<file path="src/fidms_defs.svh">
// Constants for the flash identification and lane-mode command logic.
// Assumes it is included by bare name from the module.
`ifndef FIDMS_DEFS_SVH
`define FIDMS_DEFS_SVH

// ****************************************
// Opcodes
// ****************************************
`define FIDMS_OP_WAKE 8'hAB
`define FIDMS_OP_SLEEP 8'hB9
`define FIDMS_OP_MD1 8'h90
`define FIDMS_OP_MD2 8'h92
`define FIDMS_OP_MD4 8'h94
`define FIDMS_OP_STD 8'h9F
`define FIDMS_OP_QON 8'h38
`define FIDMS_OP_QOFF 8'hFF

// ****************************************
// Phase lengths in received bits
// ****************************************
`define FIDMS_OPC_BITS 6'h08
`define FIDMS_ADDR_BITS 6'h18
`define FIDMS_ADDR_MODE_BITS 6'h20
`define FIDMS_LEGACY_DUMMY_BITS 6'h18
`define FIDMS_QUAD_DUMMY_BITS 6'h10
`define FIDMS_ADDR_LSB_POS 5'h08

// ****************************************
// Lane counts, byte positions, timing
// ****************************************
`define FIDMS_L1 3'h1
`define FIDMS_L2 3'h2
`define FIDMS_L4 3'h4
`define FIDMS_BYTE_BITS 4'h8
`define FIDMS_IDX_PAIR_LAST 2'h1
`define FIDMS_IDX_STD_LAST 2'h2
`define FIDMS_WAKE_REC_NS 32'h00000BB8
`define FIDMS_CLK_MHZ 32'h00000064
`define FIDMS_NS_PER_US 32'h000003E8

`endif

</file>
<file path="src/fidms_pkg.sv">
// Types shared by the flash identification and lane-mode logic.
// Assumes fidms_defs.svh is compiled alongside.
package fidms_pkg;
    // Command engine phases within one select frame
    typedef enum logic [2:0] {
        FIDMS_ST_OPC,
        FIDMS_ST_ADDR,
        FIDMS_ST_DUMMY,
        FIDMS_ST_OUT,
        FIDMS_ST_IGNORE
    } fidms_state_e;
    // Actions that take effect only when select rises
    typedef enum logic [2:0] {
        FIDMS_PD_NONE,
        FIDMS_PD_WAKE,
        FIDMS_PD_SLEEP,
        FIDMS_PD_QON,
        FIDMS_PD_QOFF
    } fidms_pend_e;
endpackage

</file>
<file path="src/fidms_core.sv">
// Command logic answering identification reads, wake and lane-mode switch.
// Assumes pins arrive asynchronously; busy and permit come from local logic.
`timescale 1ns/10ps
`default_nettype none
`include "fidms_defs.svh"

module fidms_core #(
    parameter logic [7:0] MFR_ID = 8'hA5, // Arbitrary identity value
    parameter logic [7:0] DEV_ID = 8'h5A, // Arbitrary identity value
    parameter logic [7:0] TYPE_ID = 8'h3C, // Arbitrary identity value
    parameter logic [7:0] CAP_ID = 8'hC3, // Arbitrary identity value
    parameter logic [7:0] LEGACY_ID = 8'h69, // Arbitrary identity value
    parameter int unsigned WAKE_REC_NS = `FIDMS_WAKE_REC_NS
) (
    input wire logic clock,
    input wire logic rst_n,
    input wire logic sel_n_pin,
    input wire logic sck_pin,
    input wire logic [3:0] io_in,
    output logic [3:0] io_out,
    output logic [3:0] io_oe,
    input wire logic busy,
    input wire logic four_lane_permit_bit,
    output logic four_lane_command_mode,
    output logic deep_sleep,
    output logic wake_recovering
);
    // Least time, rounded up to whole cycles, never below one
    localparam int unsigned REC_CYC_RAW =
        (WAKE_REC_NS * `FIDMS_CLK_MHZ + `FIDMS_NS_PER_US - 1)
        / `FIDMS_NS_PER_US;
    localparam int unsigned REC_CYC = (REC_CYC_RAW < 1) ? 1 : REC_CYC_RAW;

    // ****************************************
    // Helpers
    // ****************************************
    // Shift a lane group into the low end of the receive register
    function automatic logic [31:0] shift_in(input logic [31:0] sr,
                                             input logic [3:0] io,
                                             input logic [2:0] ln);
        if (ln == `FIDMS_L4) begin
            shift_in = {sr[27:0], io};
        end else if (ln == `FIDMS_L2) begin
            shift_in = {sr[29:0], io[1:0]};
        end else begin
            shift_in = {sr[30:0], io[0]};
        end
    endfunction

    // Place the top bits of a byte on the lanes; single lane uses io1
    function automatic logic [3:0] put(input logic [7:0] b,
                                       input logic [2:0] ln);
        if (ln == `FIDMS_L4) begin
            put = b[7:4];
        end else if (ln == `FIDMS_L2) begin
            put = {2'h0, b[7:6]};
        end else begin
            put = {2'h0, b[7], 1'h0};
        end
    endfunction

    // ****************************************
    // Pin synchronisers and edge detection
    // ****************************************
    logic [1:0] sel_sync_reg, sck_sync_reg;
    logic [3:0] io_s1_reg, io_s2_reg;
    logic sck_old_reg, sel_old_reg;
    // Second stage feeds edge, select and data logic; first stage stays private
    always_ff @(posedge clock) begin
        if (!rst_n) begin
            sel_sync_reg <= 2'h3;
            sck_sync_reg <= 2'h0;
            io_s1_reg <= 4'h0;
            io_s2_reg <= 4'h0;
            sck_old_reg <= 1'h0;
            sel_old_reg <= 1'h1;
        end else begin
            sel_sync_reg <= {sel_sync_reg[0], sel_n_pin};
            sck_sync_reg <= {sck_sync_reg[0], sck_pin};
            io_s1_reg <= io_in;
            io_s2_reg <= io_s1_reg;
            sck_old_reg <= sck_sync_reg[1];
            sel_old_reg <= sel_sync_reg[1];
        end
    end

    logic sel_low, sck_rise, sck_fall, sel_rise;
    // Both lines share latency, so edge order is kept
    assign sel_low = ~sel_sync_reg[1];
    assign sck_rise = sel_low & sck_sync_reg[1] & ~sck_old_reg;
    assign sck_fall = sel_low & ~sck_sync_reg[1] & sck_old_reg;
    assign sel_rise = sel_sync_reg[1] & ~sel_old_reg;

    // ****************************************
    // Command engine
    // ****************************************
    fidms_pkg::fidms_state_e state_reg;
    fidms_pkg::fidms_pend_e pend_reg;
    logic [31:0] sr_reg, sr_next;
    logic [5:0] cnt_reg, cnt_next, phase_len_reg;
    logic [7:0] cmd_reg, opc_now;
    logic [2:0] lanes_reg, out_lanes_reg;
    logic swap_reg;
    logic qpi_reg, sleep_reg;
    logic [$clog2(REC_CYC + 1)-1:0] rec_reg;
    logic in_rec;

    assign in_rec = (rec_reg != '0);
    assign sr_next = shift_in(sr_reg, io_s2_reg, lanes_reg);
    assign cnt_next = cnt_reg + {3'h0, lanes_reg};
    assign opc_now = sr_next[7:0];

    // Opcode decode, address and dummy phases, frame-end actions
    always_ff @(posedge clock) begin
        if (!rst_n || !sel_low) begin
            state_reg <= fidms_pkg::FIDMS_ST_OPC;
            cnt_reg <= 6'h0;
            sr_reg <= 32'h0;
            cmd_reg <= 8'h0;
            lanes_reg <= `FIDMS_L1;
            out_lanes_reg <= `FIDMS_L1;
            phase_len_reg <= `FIDMS_OPC_BITS;
            swap_reg <= 1'h0;
            if (!rst_n || sel_rise) begin
                pend_reg <= fidms_pkg::FIDMS_PD_NONE;
            end
            if (rst_n && qpi_reg) begin
                lanes_reg <= `FIDMS_L4; // Opcode arrives on four lanes
            end
        end else if (sck_rise) begin
            sr_reg <= sr_next;
            cnt_reg <= cnt_next;
            // Any clock after a frame-end opcode cancels its action
            pend_reg <= fidms_pkg::FIDMS_PD_NONE;
            case (state_reg)
                fidms_pkg::FIDMS_ST_OPC: begin
                    if (cnt_next == `FIDMS_OPC_BITS) begin
                        cnt_reg <= 6'h0;
                        cmd_reg <= opc_now;
                        state_reg <= fidms_pkg::FIDMS_ST_IGNORE;
                        if (sleep_reg) begin
                            // Only the wake opcode counts when asleep
                            // A running cycle blocks the wake as well
                            if (opc_now == `FIDMS_OP_WAKE && !busy) begin
                                pend_reg <= fidms_pkg::FIDMS_PD_WAKE;
                            end
                        end else if (in_rec || busy) begin
                            // Refused; a running cycle is left alone
                            state_reg <= fidms_pkg::FIDMS_ST_IGNORE;
                        end else if (opc_now == `FIDMS_OP_WAKE) begin
                            if (!qpi_reg) begin
                                state_reg <= fidms_pkg::FIDMS_ST_DUMMY;
                                phase_len_reg <= `FIDMS_LEGACY_DUMMY_BITS;
                            end
                        end else if (opc_now == `FIDMS_OP_SLEEP) begin
                            pend_reg <= fidms_pkg::FIDMS_PD_SLEEP;
                        end else if (opc_now == `FIDMS_OP_QON) begin
                            if (!qpi_reg && four_lane_permit_bit) begin
                                pend_reg <= fidms_pkg::FIDMS_PD_QON;
                            end
                        end else if (opc_now == `FIDMS_OP_QOFF) begin
                            if (qpi_reg) begin
                                pend_reg <= fidms_pkg::FIDMS_PD_QOFF;
                            end
                        end else if (opc_now == `FIDMS_OP_STD) begin
                            state_reg <= fidms_pkg::FIDMS_ST_OUT;
                            out_lanes_reg <= lanes_reg;
                        end else if (opc_now == `FIDMS_OP_MD1) begin
                            state_reg <= fidms_pkg::FIDMS_ST_ADDR;
                            phase_len_reg <= `FIDMS_ADDR_BITS;
                            out_lanes_reg <= lanes_reg;
                        end else if (opc_now == `FIDMS_OP_MD2) begin
                            state_reg <= fidms_pkg::FIDMS_ST_ADDR;
                            phase_len_reg <= `FIDMS_ADDR_MODE_BITS;
                            lanes_reg <= qpi_reg ? `FIDMS_L4 : `FIDMS_L2;
                            out_lanes_reg <= qpi_reg ? `FIDMS_L4 : `FIDMS_L2;
                        end else if (opc_now == `FIDMS_OP_MD4) begin
                            state_reg <= fidms_pkg::FIDMS_ST_ADDR;
                            phase_len_reg <= `FIDMS_ADDR_MODE_BITS;
                            lanes_reg <= `FIDMS_L4;
                            out_lanes_reg <= `FIDMS_L4;
                        end
                    end
                end
                fidms_pkg::FIDMS_ST_ADDR: begin
                    if (cnt_next == phase_len_reg) begin
                        cnt_reg <= 6'h0;
                        // Lowest address bit picks which byte leads
                        swap_reg <= (phase_len_reg == `FIDMS_ADDR_BITS) ?
                            sr_next[0] : sr_next[`FIDMS_ADDR_LSB_POS];
                        if (cmd_reg == `FIDMS_OP_MD4) begin
                            state_reg <= fidms_pkg::FIDMS_ST_DUMMY;
                            phase_len_reg <= `FIDMS_QUAD_DUMMY_BITS;
                        end else begin
                            state_reg <= fidms_pkg::FIDMS_ST_OUT;
                        end
                    end
                end
                fidms_pkg::FIDMS_ST_DUMMY: begin
                    if (cnt_next == phase_len_reg) begin
                        state_reg <= fidms_pkg::FIDMS_ST_OUT;
                    end
                end
                default: begin
                    state_reg <= state_reg;
                end
            endcase
        end
    end

    // ****************************************
    // Mode, deep power-down and wake recovery
    // ****************************************
    // Only these flags change; write, suspend, wrap state lives elsewhere
    always_ff @(posedge clock) begin
        if (!rst_n) begin
            qpi_reg <= 1'h0;
            sleep_reg <= 1'h0;
            rec_reg <= '0;
        end else begin
            if (in_rec) begin
                rec_reg <= rec_reg - 1'b1;
            end
            if (sel_rise) begin
                case (pend_reg)
                    fidms_pkg::FIDMS_PD_WAKE: begin
                        sleep_reg <= 1'h0;
                        rec_reg <= REC_CYC[$bits(rec_reg)-1:0];
                    end
                    fidms_pkg::FIDMS_PD_SLEEP: sleep_reg <= 1'h1;
                    fidms_pkg::FIDMS_PD_QON: qpi_reg <= 1'h1;
                    fidms_pkg::FIDMS_PD_QOFF: qpi_reg <= 1'h0;
                    default: qpi_reg <= qpi_reg;
                endcase
            end
        end
    end

    // ****************************************
    // Identification shifter
    // ****************************************
    logic [1:0] idx_reg;
    logic [3:0] left_reg;
    logic [7:0] osr_reg, cur_byte;
    logic [3:0] io_out_reg;

    // Byte at the current position of the repeating sequence
    always_comb begin
        if (cmd_reg == `FIDMS_OP_WAKE) begin
            cur_byte = LEGACY_ID;
        end else if (cmd_reg == `FIDMS_OP_STD) begin
            cur_byte = (idx_reg == 2'h0) ? MFR_ID :
                (idx_reg == 2'h1) ? TYPE_ID : CAP_ID;
        end else begin
            cur_byte = (idx_reg[0] ^ swap_reg) ? DEV_ID : MFR_ID;
        end
    end

    // Bits leave on clock fall, MSB first, sequence wraps forever
    always_ff @(posedge clock) begin
        if (!rst_n || state_reg != fidms_pkg::FIDMS_ST_OUT) begin
            idx_reg <= 2'h0;
            left_reg <= 4'h0;
            osr_reg <= 8'h0;
            io_out_reg <= 4'h0;
        end else if (sck_fall) begin
            if (left_reg == 4'h0) begin
                io_out_reg <= put(cur_byte, out_lanes_reg);
                osr_reg <= cur_byte << out_lanes_reg;
                left_reg <= `FIDMS_BYTE_BITS - {1'h0, out_lanes_reg};
                if ((cmd_reg == `FIDMS_OP_STD && idx_reg == `FIDMS_IDX_STD_LAST)
                    || (cmd_reg != `FIDMS_OP_STD
                    && idx_reg == `FIDMS_IDX_PAIR_LAST)) begin
                    idx_reg <= 2'h0;
                end else begin
                    idx_reg <= idx_reg + 2'h1;
                end
            end else begin
                io_out_reg <= put(osr_reg, out_lanes_reg);
                osr_reg <= osr_reg << out_lanes_reg;
                left_reg <= left_reg - {1'h0, out_lanes_reg};
            end
        end
    end

    // Drive only the lanes in use, and only while a reply runs
    assign io_out = io_out_reg;
    assign io_oe = (state_reg == fidms_pkg::FIDMS_ST_OUT && sel_low) ?
        put(8'hFF, out_lanes_reg) : 4'h0;
    assign four_lane_command_mode = qpi_reg;
    assign deep_sleep = sleep_reg;
    assign wake_recovering = in_rec;
endmodule
`default_nettype wire

</file>
<file path="config.mk">
export PLATFORM = sky130hd
export DESIGN_NAME = fidms_core
export DESIGN_NICKNAME = d
export VERILOG_FILES = /design/src/fidms_pkg.sv /design/src/fidms_core.sv
export VERILOG_INCLUDE_DIRS = /design/src
export SDC_FILE = /design/constraint.sdc
export NUM_CORES = 1
export LEC_CHECK = 0
export BUFFER_PORTS_ARGS = -buffer_cell sky130_fd_sc_hd__buf_2
export CORE_MARGIN = 2
export CORE_UTILIZATION = 50
export CTS_CLUSTER_DIAMETER = 120
export CTS_CLUSTER_SIZE = 14
export DETAILED_ROUTE_END_ITERATION = 16
export PLACE_DENSITY_LB_ADDON = 0.3
export SLEW_MARGIN = 5
export SYNTH_ARGS = -nofsm -noshare
export SYNTH_HDL_FRONTEND = slang
export SYNTH_SLANG_ARGS = --single-unit
</file>
<file path="constraint.sdc">
create_clock -name clock -period 7.05 [get_ports clock]
set_input_delay 0.705 -clock clock [delete_from_list [all_inputs] [get_ports clock]]
set_output_delay 0.705 -clock clock [all_outputs]
set_load 0.01 [all_outputs]
</file>
==> results.txt <==
Routed vias - 4170
HP Class - register to register
Mapped Cells - 558
WS Path Type - register to register
Area Growth Syn to Fin - 6.91%
IO buf count - 20
Period utilization - 53.9%
Slowest stage cell, crit path - edfxtp_1
Met1 wire length - 4.94 mm
Synth top area cells - dfxtp_1 33%, nor2_1 5.2%, a21oi_1 4.9%, nand2_1 4.4%, edfxtp_1 4.0%
Post-DRT Antenna Nets - 0
Via density - 6.13
Worst IR Drop VDD - 0.000187 V
Status - finished, final reports clean
Hpwl dp - 7.80 mm
CTS sink count - 81
Leak pwr - 1.71 nW
Hold_ws - 417 ps
Setup Fix Bufs, Post-CTS - 0
CTS clk-pin slew, worst paths - 90 ps
Main synth FF type - dfxtp_1
Min cycle time layout - 3800 ps
Initial core utilization - 51.6%
Layout cell share with drive strength beyond 1 - 9.97%
Residual DRC count - 0
Global route overflow - 0
Largest net degree at the start of global routing - 33
Post-synthesis sequential area ratio - 37.2%
Vias in the first global route - 3953
Setup_tns - 0 ps
Fraction of registers with async set/reset - 0%
Top cell type's share of synthesized area - 33.2%
Final setup fails - 0
Drt initial violations - 430
Family with the most delay on the worst path - simple AND/OR/NAND/NOR gates
Layout Cells excl Fill - 680
Die ar. - 0.00983 mm2
Ant diodes - 0
Num CTS Buffers - 9
Setup Skew - 13.8 ps
Post-CTS resize count - 0
Die H - 99.1 um
H-tree depth - 3
Pins Over Slew Limit - 0
Final worst setup slack - 3250 ps
Post-Place Setup Slack - 3370 ps
Max cap viols - 0
R2r setup slk - 3250 ps
First-pass DRT Iterations - 5
Area of the multi-input gates - 0.00264 mm2
Worst Path Arrival - 3850 ps
Post-Syn Nets - 580
Met3 WL - 680 um
Mapped Avg Cell Area - 8.11 um2
Placed Cells - 664
CTS tree - done
FILL cells - 818
# rows - 34
Largest register FFs - 9
Most common cell after layout, fill and taps aside - dfxtp_1
Max Fanout on Critical Path - 12
Fin nets - 589
Tot Pwr - 983 uW
Post-synth EDFFs - 6
Worst path max stage delay - 600 ps
Yosys reg bits - 81
Synth Cell Area - 0.00453 mm2
Final wirelength - 10.8 mm
First-pass GRT wire length - 18.3 mm
FF/Latch Area - 0.00168 mm2
Clock latency at the later pin of the worst-skew pair - 350 ps
Worst-margin pin slew - 1060 ps
Distinct cells, synth - 74
Rel. slew slack - 29.2%
Die X - 99.1 um
Dominant cell type by area after synthesis - dfxtp_1
Max Used Layer - met4
Tot GR Track Use - 22.6%
Gpl congestion - 0.904
Most frequent cells in the layout - 75 x dfxtp_1, 63 x nor2_1, 53 x nand2_1
Setup crit end kind - register
Routed len/inst - 15.9 um
RSZ-0062 raised after global routing - no
WL met2 - 5.04 mm
Worst EP required - 7100 ps
Chain of cells forming the critical path - ha_1 -> fa_1 -> xor2_1 -> nor4b_1 -> nand4b_1 -> nor4_4 -> o31a_1 -> and4bb_4 -> a21o_1
F_max - 0.263 GHz
Worst path buffer plus inverter count - 0
Hold buffer count at cts - 0
Critical Path Source Type - register
Initial antenna violation count - 0
Core region area - 0.00876 mm2
CTS Root Cell - clkbuf_8
I/O pin cnt - 21
Synth Warn # - 0
Final hold violations - 0
Cell Pwr Density - 203 mW/mm2
Clock buffer depth - 2
-- worst paths after layout --
kind,startpoint,end,depth (start not counted)
worst max-delay path,lanes_reg[0],lanes_reg[0],9
worst min-delay path,sel_sync_reg[0],sel_sync_reg[1],1
worst max register to register,lanes_reg[0],lanes_reg[0],9
worst min register to register,sel_sync_reg[0],sel_sync_reg[1],1
-- through the flow --
step | area (um2) | utilization (%)
2_1_floorplan | 4530 | -
3_3_place_gp | 4660 | 53.1
3_5_place_dp | 4660 | 53.1
4_1_cts | 4840 | 55.2
5_1_grt | 4840 | 55.2
6_report | 4840 | 55.2
-- kinds of logic (layout without fill, tap and decap cells) --
group / count (synthesis) / in the layout / share of synthesized area (%)
AO/OA/AOI/OAI: 144 / 144 / 21.3
flip-flops: 81 / 81 / 37.2
buffers and inverters: 47 / 61 / 4.56
XOR/XNOR: 13 / 13 / 2.52
multiplexers: 5 / 5 / 1.16
AND/OR/NAND/NOR: 256 / 256 / 29.7
adder cells (fa/ha/maj): 12 / 12 / 3.65
-- per-layer routing --
layer	vias up	global-route usage (%)
met5	-	0
met4	0	5.90
met3	13	4.08
met2	160	36.8
met1	1939	31.2
li1	2058	-
-- cell type report --
cell class / count / share of cell area, %
Inverter: 23 / 1.78
Tap cell: 108 / 2.79
Sequential cell: 81 / 34.8
Timing Repair Buffer: 22 / 2.38
Multi-Input combinational cell: 430 / 54.5
Clock buffer: 9 / 2.56
Clock inverter: 7 / 1.22
-- synth_stat cells, types with 8 or more instances --
cell type and number:
dfxtp_1 75, nor2_1 63, nand2_1 53, a21oi_1 44, nor3_1 31, inv_1 22
clkbuf_1 19, nand3_1 17, o21ai_0 17, and2_1 15, a211oi_1 13, nor2b_1 12
ha_1 10, nor4_1 9, or3_1 8
-- where the power goes --
part	leakage [nW]	internal [mW]	switching, mW
Clock	0.0887	0.134	0.187
Sequential	0.672	0.487	0.0205
Combinational	0.945	0.0673	0.0881
(Power assumes the default switching activity.)
